[config.mk]
export PLATFORM = sky130hd
export DESIGN_NAME = dcp_spi_ctrl
export DESIGN_NICKNAME = d
export VERILOG_FILES = /design/src/hw/dcp_pkg.sv /design/src/hw/nv_mem_if.sv /design/src/hw/sync_2ff.sv /design/src/hw/nv_store.sv /design/src/hw/dcp_spi_ctrl.sv
export VERILOG_INCLUDE_DIRS = /design/src /design/src/hw
export SDC_FILE = /design/constraint.sdc
export NUM_CORES = 1
export LEC_CHECK = 0
export BUFFER_PORTS_ARGS = -buffer_cell sky130_fd_sc_hd__buf_2
export CORE_MARGIN = 1.5
export CORE_UTILIZATION = 58
export CTS_CLUSTER_DIAMETER = 50
export DETAILED_ROUTE_END_ITERATION = 8
export PLACE_DENSITY = 0.75
export SYNTH_ARGS = -nofsm -noshare
export SYNTH_HDL_FRONTEND = slang
export SYNTH_SLANG_ARGS = --single-unit
[constraint.sdc]
create_clock -name mclk -period 2.84 [get_ports mclk]
set_input_delay 0.284 -clock mclk [delete_from_list [all_inputs] [get_ports mclk]]
set_output_delay 0.284 -clock mclk [all_outputs]
set_load 0.02 [all_outputs]
[src/hw/dcp_defs.svh]
// Constants of the dual wiper SPI control block: offsets, fields, resets, timing.
// Assumes inclusion by bare name from the package and each design module that uses it.
// What this block does
// - Wiper code 00h sits at the low terminal, 7Fh at the high, monotonic between.
// - Shutdown opens the high terminal and ties wiper terminal to low terminal.
// - Shutdown when the pin is low or the shutdown control bit is 0.
// - Interface and registers stay usable in shutdown; wiper setting is kept.
// - Read data leaves the open-drain output on falling serial clock edges.
// - Input bits are sampled on rising serial clock edges while selected.
// - Chip select must fall first; while high the output floats and idles.
// - Wipers start at 40h, then reload from their initial-value registers.
// - Address 0 reaches potentiometer 0, address 1 reaches potentiometer 1.
// - General purpose at 2 to 6, 7 reserved, access control at 8.
// - Volatile select 0 reaches initial values and wipers; 1 wipers only; resets 0.
// - Shutdown control bit resets to 1.
// - Write-in-progress flag reads 1 while a non-volatile write runs.
// - No write changes any register while the write-in-progress flag is 1.
// - Slave only, mode 0, host drives clock and chip select.
// - Every byte travels most significant bit first.
// - First byte is the identification byte; anything else is ignored.
// - Second byte holds instruction in bits 7:4 and address in 3:0.
// - Instruction 1011 reads, 1100 writes, all others invalid.
// - Further write bytes advance the pointer, wrapping from 6 to 0.
// - Non-volatile write starts at chip select rise, finishes within 20 ms.
// - Reads stream bytes from the pointer, advancing and wrapping from 6 to 0.
`ifndef DCP_DEFS_SVH
`define DCP_DEFS_SVH
`define ADDR_POT0       4'h0
`define ADDR_POT1       4'h1
`define ADDR_GP_LAST    4'h6
`define ADDR_ACR        4'h8
`define INSTR_READ      4'hb
`define INSTR_WRITE     4'hc
`define ACR_VOL_BIT     7
`define ACR_SHUTDOWN_CONTROL_BIT    6
`define ACR_WIP_BIT     5
`define WIPER_PWRUP     7'h40
`define VOL_RESET       1'b0
`define SHUTDOWN_CONTROL_RESET      1'b1
`define NV_CELL_INIT    8'h40
`define NV_DEPTH        7
`define NV_WRITE_TIME_US 20000
`define MCLK_MHZ        20
`define RECALL_DELAY_CYCLES 16
`endif

[src/hw/dcp_pkg.sv]
// Types shared by the dual wiper control block.
// Assumes dcp_defs.svh sits on the include path.
`include "dcp_defs.svh"
package dcp_pkg;
    typedef logic [6:0] wiper_t;
    typedef logic [7:0] byte_t;
    typedef logic [2:0] nv_addr_t;
    typedef enum logic [5:0] {
        ST_IDLE   = 6'b000001,
        ST_ID     = 6'b000010,
        ST_CMD    = 6'b000100,
        ST_WR     = 6'b001000,
        ST_RD     = 6'b010000,
        ST_IGNORE = 6'b100000
    } spi_state_t;
endpackage

[src/hw/nv_mem_if.sv]
// Port bundle between the control logic and the non-volatile store.
// Assumes both ends run on the same clock.
`timescale 1ns/1ns
`default_nettype none
interface nv_mem_if;
    logic              we;
    dcp_pkg::nv_addr_t waddr;
    dcp_pkg::byte_t    wdata;
    dcp_pkg::nv_addr_t raddr;
    dcp_pkg::byte_t    rdata;
    modport ctrl (output we, output waddr, output wdata, output raddr, input rdata);
    modport mem  (input we, input waddr, input wdata, input raddr, output rdata);
endinterface
`default_nettype wire

[src/hw/sync_2ff.sv]
// Two flip-flop synchroniser for pins from outside the mclk domain.
// Assumes each bit is an independent level.
`timescale 1ns/1ns
`default_nettype none
module sync_2ff #(
    parameter int            WIDTH = 1,
    parameter logic [WIDTH-1:0] INIT = '0
) (
    input  wire logic             clk,
    input  wire logic             nrst,
    input  wire logic [WIDTH-1:0] d,
    output var  logic [WIDTH-1:0] q
);
    logic [WIDTH-1:0] meta_q;
    always_ff @(posedge clk)
    begin
        if (!nrst)
        begin
            meta_q <= INIT;
            q      <= INIT;
        end
        else
        begin
            meta_q <= d;
            q      <= meta_q;
        end
    end
endmodule
`default_nettype wire

[src/hw/nv_store.sv]
// Non-volatile cell array: one write port, one registered read port.
// Assumes writes come only from the committed write cycle.
`timescale 1ns/1ns
`default_nettype none
`include "dcp_defs.svh"
module nv_store #(
    parameter int DEPTH = `NV_DEPTH
) (
    input wire logic clk,
    input wire logic nrst,
    nv_mem_if.mem    bus
);
    import dcp_pkg::*;
    byte_t cells [DEPTH];
    // Cells are loaded with 40h at reset only so a simulation starts defined
    always_ff @(posedge clk)
    begin
        if (!nrst)
        begin
            for (int i = 0; i < DEPTH; i++)
                cells[i] <= `NV_CELL_INIT;
        end
        else if (bus.we && (int'(bus.waddr) < DEPTH))
            cells[bus.waddr] <= bus.wdata;
    end
    always_ff @(posedge clk)
    begin
        if (!nrst)
            bus.rdata <= 8'h00;
        else if (int'(bus.raddr) < DEPTH)
            bus.rdata <= cells[bus.raddr];
        else
            bus.rdata <= 8'h00;
    end
endmodule
`default_nettype wire

[src/hw/dcp_spi_ctrl.sv]
// Register and serial control of a dual digital potentiometer, mode 0 SPI slave.
// Assumes chip select, serial clock, data in and shutdown pin are asynchronous pins,
// sampled by mclk, with serial clock at most an eighth of mclk.
`timescale 1ns/1ns
`default_nettype none
`include "dcp_defs.svh"
module dcp_spi_ctrl #(
    // Identification pattern value is arbitrary
    parameter logic [3:0] ID_PATTERN      = 4'ha,
    parameter int         NV_WRITE_CYCLES = `NV_WRITE_TIME_US * `MCLK_MHZ,
    parameter int         RECALL_CYCLES   = `RECALL_DELAY_CYCLES
) (
    input  wire logic      mclk,
    input  wire logic      nrst,
    input  wire logic      csN,
    input  wire logic      sck,
    input  wire logic      sdi,
    input  wire logic      shutdownPinN,
    output var  dcp_pkg::wiper_t wiper0,
    output var  dcp_pkg::wiper_t wiper1,
    output var  logic      highTermOpen,
    output var  logic      wiperToLow,
    output var  logic      sdoOut,
    output var  logic      sdoOeN,
    output var  logic      nvWriteBusy
);
    import dcp_pkg::*;

    localparam int NVW = $clog2(NV_WRITE_CYCLES + 1);
    localparam int RCW = $clog2(RECALL_CYCLES + 1);
    localparam logic [2:0] RC_WAIT  = 3'h0;
    localparam logic [2:0] RC_READ0 = 3'h1;
    localparam logic [2:0] RC_LOAD0 = 3'h2;
    localparam logic [2:0] RC_LOAD1 = 3'h3;
    localparam logic [2:0] RC_DONE  = 3'h4;

    logic [3:0]     pinS;
    logic           csS;
    logic           sckS;
    logic           sdiS;
    logic           shdnPinS;
    logic           csPrev_q;
    logic           sckPrev_q;
    logic           sckRise;
    logic           sckFall;
    logic           csFall;
    logic           csRise;
    logic           selected;
    logic [2:0]     bitCnt_q;
    logic [6:0]     rxShift_q;
    byte_t          byteIn;
    logic           byteDone;
    spi_state_t     state_q;
    logic [3:0]     ptr_q;
    byte_t          txShift_q;
    logic           loadTx_q;
    logic           txActive_q;
    logic           readStep;
    logic           wrStrobe;
    wiper_t         wiper0_q;
    wiper_t         wiper1_q;
    logic           vol_q;
    logic           shdnBit_q;
    logic           wip_q;
    logic [NVW-1:0] nvTimer_q;
    logic           nvCommit;
    logic           nvPend_q;
    nv_addr_t       nvAddr_q;
    byte_t          nvData_q;
    logic           nvTarget;
    logic [RCW-1:0] recallCnt_q;
    logic [2:0]     recallStep_q;
    logic           recallBusy;
    byte_t          rdValue;
    byte_t          acrValue;

    nv_mem_if nvBus ();

    nv_store #(
        .DEPTH (`NV_DEPTH)
    ) nvCells (
        .clk  (mclk),
        .nrst (nrst),
        .bus  (nvBus)
    );

    // Chip select idles high so no false select edge appears at reset release
    sync_2ff #(
        .WIDTH (4),
        .INIT  (4'b1001)
    ) pinSync (
        .clk  (mclk),
        .nrst (nrst),
        .d    ({csN, sck, sdi, shutdownPinN}),
        .q    (pinS)
    );

    assign csS      = pinS[3];
    assign sckS     = pinS[2];
    assign sdiS     = pinS[1];
    assign shdnPinS = pinS[0];

    always_ff @(posedge mclk)
    begin
        if (!nrst)
        begin
            csPrev_q  <= 1'b1;
            sckPrev_q <= 1'b0;
        end
        else
        begin
            csPrev_q  <= csS;
            sckPrev_q <= sckS;
        end
    end

    assign selected = ~csS;
    assign csFall   = csPrev_q & ~csS;
    assign csRise   = ~csPrev_q & csS;
    assign sckRise  = sckS & ~sckPrev_q;
    assign sckFall  = ~sckS & sckPrev_q;

    // Serial input shift, sampled on rising serial clock, first bit is the MSB
    always_ff @(posedge mclk)
    begin
        if (!nrst)
        begin
            bitCnt_q  <= 3'h0;
            rxShift_q <= 7'h00;
        end
        else if (csFall)
            bitCnt_q <= 3'h0;
        else if (selected && sckRise)
        begin
            bitCnt_q  <= bitCnt_q + 3'h1;
            rxShift_q <= {rxShift_q[5:0], sdiS};
        end
    end

    assign byteDone = selected & sckRise & (bitCnt_q == 3'h7);
    assign byteIn   = {rxShift_q, sdiS};

    // Transaction sequencing: identification, instruction, then data bytes
    always_ff @(posedge mclk)
    begin
        if (!nrst)
            state_q <= ST_IDLE;
        else if (csFall)
            state_q <= ST_ID;
        else if (csS)
            state_q <= ST_IDLE;
        else if (byteDone)
        begin
            unique case (state_q)
                ST_ID:
                    state_q <= (byteIn == {ID_PATTERN, 4'h0}) ? ST_CMD : ST_IGNORE;
                ST_CMD:
                begin
                    if (byteIn[7:4] == `INSTR_READ)
                        state_q <= ST_RD;
                    else if (byteIn[7:4] == `INSTR_WRITE)
                        state_q <= ST_WR;
                    else
                        state_q <= ST_IGNORE;
                end
                ST_IDLE, ST_WR, ST_RD, ST_IGNORE:
                    state_q <= state_q;
            endcase
        end
    end

    always_ff @(posedge mclk)
    begin
        if (!nrst)
            ptr_q <= 4'h0;
        else if (byteDone && (state_q == ST_CMD))
            ptr_q <= byteIn[3:0];
        else if (byteDone && ((state_q == ST_WR) || (state_q == ST_RD)))
            ptr_q <= (ptr_q == `ADDR_GP_LAST) ? `ADDR_POT0 : ptr_q + 4'h1;
    end

    assign wrStrobe = byteDone & (state_q == ST_WR) & ~wip_q;
    assign nvTarget = (ptr_q <= `ADDR_GP_LAST) & ~((ptr_q <= `ADDR_POT1) & vol_q);

    // Recall of initial values into the wipers after reset
    always_ff @(posedge mclk)
    begin
        if (!nrst)
        begin
            recallCnt_q  <= '0;
            recallStep_q <= RC_WAIT;
        end
        else if (recallStep_q == RC_WAIT)
        begin
            if (recallCnt_q == RCW'(RECALL_CYCLES - 1))
                recallStep_q <= RC_READ0;
            else
                recallCnt_q <= recallCnt_q + RCW'(1);
        end
        else if (recallBusy)
            recallStep_q <= recallStep_q + 3'h1;
    end

    assign recallBusy = (recallStep_q != RC_DONE);

    // Wiper registers; the held value survives shutdown untouched
    always_ff @(posedge mclk)
    begin
        if (!nrst)
        begin
            wiper0_q <= `WIPER_PWRUP;
            wiper1_q <= `WIPER_PWRUP;
        end
        else if (recallStep_q == RC_LOAD0)
            wiper0_q <= nvBus.rdata[6:0];
        else if (recallStep_q == RC_LOAD1)
            wiper1_q <= nvBus.rdata[6:0];
        else if (wrStrobe && (ptr_q == `ADDR_POT0))
            wiper0_q <= byteIn[6:0];
        else if (wrStrobe && (ptr_q == `ADDR_POT1))
            wiper1_q <= byteIn[6:0];
    end

    always_ff @(posedge mclk)
    begin
        if (!nrst)
        begin
            vol_q     <= `VOL_RESET;
            shdnBit_q <= `SHUTDOWN_CONTROL_RESET;
        end
        else if (wrStrobe && (ptr_q == `ADDR_ACR))
        begin
            vol_q     <= byteIn[`ACR_VOL_BIT];
            shdnBit_q <= byteIn[`ACR_SHUTDOWN_CONTROL_BIT];
        end
    end

    // Only the last non-volatile byte of a transaction is kept for the write cycle
    always_ff @(posedge mclk)
    begin
        if (!nrst)
        begin
            nvPend_q <= 1'b0;
            nvAddr_q <= 3'h0;
            nvData_q <= 8'h00;
        end
        else if (nvCommit)
            nvPend_q <= 1'b0;
        else if (wrStrobe && nvTarget)
        begin
            nvPend_q <= 1'b1;
            nvAddr_q <= ptr_q[2:0];
            nvData_q <= byteIn;
        end
    end

    always_ff @(posedge mclk)
    begin
        if (!nrst)
        begin
            wip_q     <= 1'b0;
            nvTimer_q <= '0;
        end
        else if (wip_q)
        begin
            if (nvCommit)
            begin
                wip_q     <= 1'b0;
                nvTimer_q <= '0;
            end
            else
                nvTimer_q <= nvTimer_q + NVW'(1);
        end
        else if (csRise && nvPend_q)
            wip_q <= 1'b1;
    end

    assign nvCommit    = wip_q & (nvTimer_q == NVW'(NV_WRITE_CYCLES - 1));
    assign nvBus.we    = nvCommit;
    assign nvBus.waddr = nvAddr_q;
    assign nvBus.wdata = nvData_q;
    assign nvBus.raddr = recallBusy ? ((recallStep_q == RC_LOAD0) ? 3'h1 : 3'h0) : ptr_q[2:0];

    assign acrValue = {vol_q, shdnBit_q, wip_q, 5'h00};

    always_comb
    begin
        rdValue = 8'h00;
        if (ptr_q == `ADDR_POT0)
            rdValue = vol_q ? {1'b0, wiper0_q} : nvBus.rdata;
        else if (ptr_q == `ADDR_POT1)
            rdValue = vol_q ? {1'b0, wiper1_q} : nvBus.rdata;
        else if (ptr_q <= `ADDR_GP_LAST)
            rdValue = nvBus.rdata;
        else if (ptr_q == `ADDR_ACR)
            rdValue = acrValue;
    end

    // Read data is fetched a whole half period after the pointer moves
    assign readStep = byteDone & ((state_q == ST_RD) ||
                      ((state_q == ST_CMD) && (byteIn[7:4] == `INSTR_READ)));

    always_ff @(posedge mclk)
    begin
        if (!nrst)
        begin
            txShift_q  <= 8'h00;
            loadTx_q   <= 1'b0;
            txActive_q <= 1'b0;
        end
        else if (csFall || csS)
        begin
            loadTx_q   <= 1'b0;
            txActive_q <= 1'b0;
        end
        else if (readStep)
            loadTx_q <= 1'b1;
        else if (sckFall && (state_q == ST_RD))
        begin
            if (loadTx_q)
            begin
                txShift_q  <= rdValue;
                loadTx_q   <= 1'b0;
                txActive_q <= 1'b1;
            end
            else
                txShift_q <= {txShift_q[6:0], 1'b0};
        end
    end

    // Pin is only ever pulled low; a one is the external pull-up
    always_ff @(posedge mclk)
    begin
        if (!nrst)
        begin
            sdoOut <= 1'b0;
            sdoOeN <= 1'b1;
        end
        else
        begin
            sdoOut <= 1'b0;
            sdoOeN <= ~(selected & (state_q == ST_RD) & txActive_q & ~txShift_q[7]);
        end
    end

    // Pin and control bit combine so either one alone forces shutdown
    always_ff @(posedge mclk)
    begin
        if (!nrst)
        begin
            highTermOpen <= 1'b0;
            wiperToLow   <= 1'b0;
        end
        else
        begin
            highTermOpen <= ~shdnPinS | ~shdnBit_q;
            wiperToLow   <= ~shdnPinS | ~shdnBit_q;
        end
    end

    always_ff @(posedge mclk)
    begin
        if (!nrst)
        begin
            wiper0      <= `WIPER_PWRUP;
            wiper1      <= `WIPER_PWRUP;
            nvWriteBusy <= 1'b0;
        end
        else
        begin
            wiper0      <= wiper0_q;
            wiper1      <= wiper1_q;
            nvWriteBusy <= wip_q;
        end
    end
endmodule
`default_nettype wire

==> results of run 1 <==
cells in the mapped netlist (11+ instances only):
master	instances
edfxtp_1	56
dfxtp_1	129
nand2b_1	22
mux2_2	12
inv_1	16
and2_1	36
xor2_1	17
a21oi_1	34
nor3_1	11
clkbuf_1	33
nor2_1	106
mux2i_1	52
nand3_1	20
nand4_1	12
o21ai_0	35
nand2_1	92
power groups by stage:
stage,registers [uW],logic (uW),clock network [uW]
floorplan,2890,270,0
global placement,2900,324,0
detailed placement,2910,339,0
CTS,2850,340,2460
global route,2860,384,2580
finish,2850,337,2440
state kept, by name, indices dropped and copies added, names as in the netlist, 3 cells and up:
signal	count
nvCells.cells	64
txShift_q	8
wiper1	7
nvTimer_q	19
state_q	6
pinSync.meta_q	4
nvCells.bus.rdata	8
recallCnt_q	5
wiper1_q	7
recallStep_q	3
pinSync.q	4
wiper0_q	7
ptr_q	4
wiper0	7
nvAddr_q	3
rxShift_q	7
bitCnt_q	3
nvBus.wdata	8
per-stage QoR:
step / std cells / power [uW] / cell area [um2] / setup WS (ns)
after CTS: 1031 / 5660 / 8970 / 0.399
final: 1031 / 5630 / 8970 / 0.374
after floorplan: 833 / 3160 / 8120 / 0.521
after global placement: 999 / 3230 / 8360 / 0.457
after global routing: 1031 / 5820 / 8970 / 0.233
after detailed placement: 999 / 3250 / 8360 / 0.425
layer usage:
layer  GRT usage, %  up-vias
met1           32.6     2872
met4           10.1        0
li1               -     2931
met5              0        -
met3           6.20       33
met2           41.7      203
cell type report:
| cell class | count | area [um2] | share of cell area (%) |
|---|---|---|---|
| well taps | 176 | 220 | 2.46 |
| clock buffers | 18 | 429 | 4.79 |
| inverters | 17 | 63.8 | 0.711 |
| repair buffers | 39 | 235 | 2.62 |
| clock inverters | 14 | 178 | 1.98 |
| flip-flops and latches | 185 | 4260 | 47.5 |
| multi-input cells | 582 | 3580 | 39.9 |
how the worst max path moves through the flow:
stage	cells past startpoint	to
final	6	nvCells.cells[4][3]$_SDFFCE_PN0P_
after global routing	6	nvCells.cells[4][3]$_SDFFCE_PN0P_
after CTS	6	nvCells.cells[4][3]$_SDFFCE_PN0P_
after detailed placement	5	nvCells.cells[0][6]$_SDFFCE_PN1P_
after global placement	5	nvCells.cells[4][6]$_SDFFCE_PN1P_
after floorplan	7	nvCells.cells[1][0]$_SDFFCE_PN0P_
logic make-up (layout without fill, tap and decap cells):
| family | count (synthesis) | in the layout |
|---|---|---|
| adder cells (fa/ha/maj) | 9 | 9 |
| AO/OA/AOI/OAI | 131 | 131 |
| AND/OR/NAND/NOR | 347 | 347 |
| XOR/XNOR | 22 | 22 |
| flip-flops | 185 | 185 |
| multiplexers | 64 | 64 |
| other | 1 | 9 |
| buffers and inverters | 66 | 88 |
==> reports/qor.csv, run 1 <==
stage;metric;value;unit
outcome;status;finished clean;
power_and_ir_drop;intPower;4380;uW
drt;via_count;6039;
placement;hpwl;12200;um
layout;fin_util;66.7;%
layout;nets;857;
global_route;grt_use_total;25.5;%
clock_network;clkSinkCount;185;
power_and_ir_drop;switching_share;22.2;%
setup_path;critPathBufInv;0;
drt;wl_met2;8370;um
layout;layout_commonest_cell;dfxtp_1;
floorplanning;chipWidth;121;um
drt;wl;17700;um
synth;synth-xor-area-share;2.38;%
synth;synthArstFlopShare;0;%
setup_path;path_class;reg2reg;
synth;yosys_warnings;0;
drt;viasPerCell;5.86;
power_and_ir_drop;irDropWorstVdd;0.000417;V
global_route;grt_max_degree;46;
power_and_ir_drop;powerDensity;628;nW/um2
sta;rsz0062_at_grt;no;
setup_path;slowest_delay;0.73;ns
setup_path;reg2reg_to;nvCells.cells[4][3]$_SDFFCE_PN0P_;
clock_network;cts_resized;0;
synth;synthCells;825;
clock_network;cts_buffer_depth;2;
hold_path;holdPathEnd;pinSync.meta_q[3]$_SDFF_PN1_;
layout;nFillCells;1036;
synth;synthSimpleGateAreaFrac;21.4;%
floorplanning;io_pins;25;
clock_network;postCtsHoldBufs;0;
hold_path;min_path_type;in2reg;
clock_network;h-tree-depth;4;
layout;drive_above_1_share;10.9;%
drt;topRoutingLayerUsed;met4;
global_route;antenna_found_initial;0;
drt;wire_per_inst;17.1;um
sta;fin_crit;2.47;ns
synth;syn_avg_cell_area;9.81;um2
layout;antenna_cells;0;
setup_path;crit_path_end_kind;register;
clock_network;clockRootBuffer;clkbuf_16;
setup_path;worstReg2RegStart;nvTimer_q[0]$_SDFFE_PN0P_;
clock_network;postCtsSetupRepairBufs;0;
floorplanning;die_height;121;um
power_and_ir_drop;power_switching;1250;uW
clock_network;insertion_delay;0.43;ns
drt;wl_met3;1030;um
floorplanning;core_area;13500;um2
placement;place_congestion;0.883;
clock_network;cts_made_buffers;17;
sta;hold_slack;0.0307;ns
placement;io_buffers;23;
synth;ys_seq_elements;185;
sta;finalSetupTns;0;ns
drt;drtPass1Iterations;8;
sta;skew;0.00763;ns
sta;tightest_slew;0.684;ns
setup_path;path_cells;ha_1, and4_1, nand3_1, or4_1, nor2_2, and2_1;
drt;m1WireLength;7910;um
synth;synth_top_family_by_area;simple AND/OR/NAND/NOR gates;
layout;most-common-layout-cells;dfxtp_1, nor2_1, nand2_1;
drt;first_iter_violations;507;
setup_path;startpoint_type;register;
power_and_ir_drop;power_leakage;0.00331;uW
synth;synthMuxAreaShare;8.10;%
setup_path;critPathTopFamily;simple AND/OR/NAND/NOR gates;
global_route;grt_overflow;0;
sta;setup_viol;0;
sta;relSlewSlack;54.3;%
hold_path;min_path_cells;2;
setup_path;ff2ff_setup_slack;0.37;ns
power_and_ir_drop;clock_power_share;43.3;%
floorplanning;rows;42;
floorplanning;initial_core_util;60.1;%
synth;synthAdderAreaFrac;1.39;%
sta;slew_violations;0;
drt;drc_errors;0;
global_route;grt_pass1_wl;28800;um
setup_path;crit_fanout;10;
setup_path;cp.arrival;2.76;ns
synth;synth-compound-area-share;10.6;%
synth;synth_top_area_share;31.9;%
clock_network;clk_pin_slew;0.06;ns
synth;synthesis.area;8090;um2
synth;synth.area.top_cells;dfxtp_1, edfxtp_1, mux2i_1;
setup_path;startpoint;nvTimer_q[0]$_SDFFE_PN0P_;
power_and_ir_drop;power_frac_comb;6.0;%
sta;max_freq;405;MHz
hold_path;hp-start;csN;
layout;area_growth;10.9;%
floorplanning;dieArea;14700;um2
drt;postRouteAntennaNets;0;
synth;synth_edf_count;56;
setup_path;critPathSlowestCell;or4_1;
sta;fin_crit_sh;86.8;%
synth;synth-seq-area-share;52.7;%
clock_network;cts_tree;yes;
setup_path;r2r_cells;6;
flow_run;maxCapViolations;0;
setup_path;cp.required;3.14;ns
sta;hold_viol;0;
synth;ys.flop_type;dfxtp_1;
global_route;first_global_vias;5770;
synth;yosysUniqueCellTypes;66;
synth;synth_top_area_cell;dfxtp_1;
power_and_ir_drop;p_seq_share;50.7;%
Power figures use the tool's default switching activity.
==> run 2: changes to the inputs <==
Settings changed: HOLD_SLACK_MARGIN set to 0.05.
Clock period 2.84 ns to 2.8 ns, I/O delays scaled along.
==> run 2 against run 1 <==
Compared with the run above: global-route usage up 0.59 points; sequential cell count is the same; clock-buffer cell count rose by 3; via count grew 1.1%; worst hold slack better by 0.028 ns; combinational power rose by 3%; clock skew rose by 0.0039 ns; non-clock buffer count is 1 higher; fmax down 1.1%; sequential share of layout area about the same; highest routed layer unchanged.
==> reports/qor.csv, run 2 (synthesis results as in run 1) <==
stage;metric;value;unit
sta;slew_violations;0;
sta;setup_viol;0;
layout;fin_util;66.7;%
sta;relSlewSlack;48.6;%
floorplanning;die_height;121;um
global_route;grt_pass1_wl;29700;um
drt;viasPerCell;5.91;
sta;hold_slack;0.0590;ns
global_route;antenna_found_initial;0;
sta;rsz0062_at_grt;no;
global_route;grt_max_degree;46;
power_and_ir_drop;powerDensity;625;nW/um2
sta;max_freq;401;MHz
setup_path;cp.required;2.96;ns
setup_path;worstReg2RegStart;nvTimer_q[0]$_SDFFE_PN0P_;
setup_path;critPathSlowestCell;or4_1;
setup_path;reg2reg_to;nvCells.cells[0][6]$_SDFFCE_PN1P_;
sta;hold_viol;0;
sta;fin_crit_sh;89.1;%
setup_path;cp-endpoint;nvCells.cells[0][6]$_SDFFCE_PN1P_;
clock_network;cts_buffer_depth;2;
placement;hpwl;12300;um
layout;most-common-layout-cells;dfxtp_1, nor2_1, nand2_1;
outcome;status;finished clean;
setup_path;crit_path_end_kind;register;
setup_path;startpoint_type;register;
layout;layout_commonest_cell;dfxtp_1;
sta;tightest_slew;0.771;ns
power_and_ir_drop;power_leakage;0.00331;uW
clock_network;cts_tree;yes;
drt;wire_per_inst;17.3;um
hold_path;min_path_type;in2reg;
setup_path;ff2ff_setup_slack;0.31;ns
setup_path;path_cells;ha_1, and4_1, nand3_1, or4_1, or3_1;
placement;place_congestion;0.871;
layout;area_growth;10.8;%
layout;largest-register;nvCells.cells;
placement;place_area;8350;um2
clock_network;h-tree-depth;4;
setup_path;cp.arrival;2.66;ns
global_route;grt_overflow;0;
layout;nets;858;
setup_path;startpoint;nvTimer_q[0]$_SDFFE_PN0P_;
power_and_ir_drop;irDropWorstVdd;0.000470;V
floorplanning;io_pins;25;
setup_path;r2r_cells;5;
drt;wl;17800;um
drt;via_count;6103;
setup_path;slowest_delay;0.73;ns
sta;finalSetupTns;0;ns
floorplanning;initial_core_util;60.1;%
clock_network;insertion_delay;0.43;ns
floorplanning;rows;42;
clock_network;cts_made_buffers;17;
setup_path;crit_fanout;10;
clock_network;clkSinkCount;185;
global_route;first_global_vias;6013;
layout;drive_above_1_share;11.1;%
setup_path;path_class;reg2reg;
floorplanning;dieArea;14700;um2
layout;largest_reg_flops;64;
clock_network;clk_pin_slew;0.06;ns
clock_network;postCtsSetupRepairBufs;0;
layout;antenna_cells;0;
drt;drtPass1Iterations;5;
sta;skew;0.0115;ns
placement;dp.cells;997;
placement;io_buffers;23;
clock_network;clockRootBuffer;clkbuf_16;
layout;fin_cells;1032;
sta;fin_crit;2.49;ns
floorplanning;core_area;13500;um2
layout;stdcell_area;8970;um2
drt;drc_errors;0;
global_route;grt_use_total;26.1;%
drt;postRouteAntennaNets;0;
flow_run;maxCapViolations;0;
layout;reg_top3;nvCells.cells: 64 flops, nvTimer_q: 19 flops;
drt;first_iter_violations;472;
floorplanning;chipWidth;121;um
[run 2: final cells by class]
| cell class | count | area (um2) |
|---|---|---|
| multi-input cells | 582 | 3580 |
| repair buffers | 40 | 250 |
| inverters | 17 | 63.8 |
| fillers | 1068 | 4490 |
| clock buffers | 21 | 470 |
| clock inverters | 11 | 120 |
| flip-flops and latches | 185 | 4260 |
| well taps | 176 | 220 |
[run 2: worst min-delay path by stage]
stage                                  from                      endpoint  slack [ns]  depth (start not counted)
6_report                                sdi  pinSync.meta_q[1]$_SDFF_PN0_        0.06                          2
4_1_cts                                 sdi  pinSync.meta_q[1]$_SDFF_PN0_        0.05                          2
3_3_place_gp   pinSync.meta_q[3]$_SDFF_PN1_       pinSync.q[3]$_SDFF_PN1_        0.39                          1
3_5_place_dp   pinSync.meta_q[3]$_SDFF_PN1_       pinSync.q[3]$_SDFF_PN1_        0.39                          1
5_1_grt                                 sdi  pinSync.meta_q[1]$_SDFF_PN0_        0.06                          2
2_1_floorplan                  shutdownPinN  pinSync.meta_q[0]$_SDFF_PN1_        0.38                          1
[run 2: per-stage QoR]
step                worst slack, ns  power [uW]
CTS                           0.310        5640
global route                  0.221        5820
finish                        0.305        5610
global placement              0.415        3270
floorplan                     0.481        3200
detailed placement            0.330        3290
[run 2: critical path, delay by kind of cell, from the launching register on]
kind	cells	cell delay [ns]
and+or+nand+nor	4	1.62
DFF	1	0.39
adders and majority gates	1	0.21
[run 2: per-layer routing]
metal | routed length (um) | vias to the layer above | global-route usage, %
met2 | 8730 | 199 | 44.0
met1 | 7680 | 2952 | 32.4
met4 | 405 | 0 | 9.93
met5 | 0 | - | 0
li1 | - | 2918 | -
met3 | 1020 | 34 | 6.39
[run 2: power by group]
group | total (uW) | internal [uW] | switching (uW)
registers | 2890 | 2830 | 61.0
clock network | 2360 | 1380 | 980
logic | 347 | 132 | 214
total | 5610 | 4350 | 1260
[run 2: repair_timing]
action	in CTS	in global routing
resized for setup	0	0
hold endpoints to repair	3	0
hold buffers	3	0
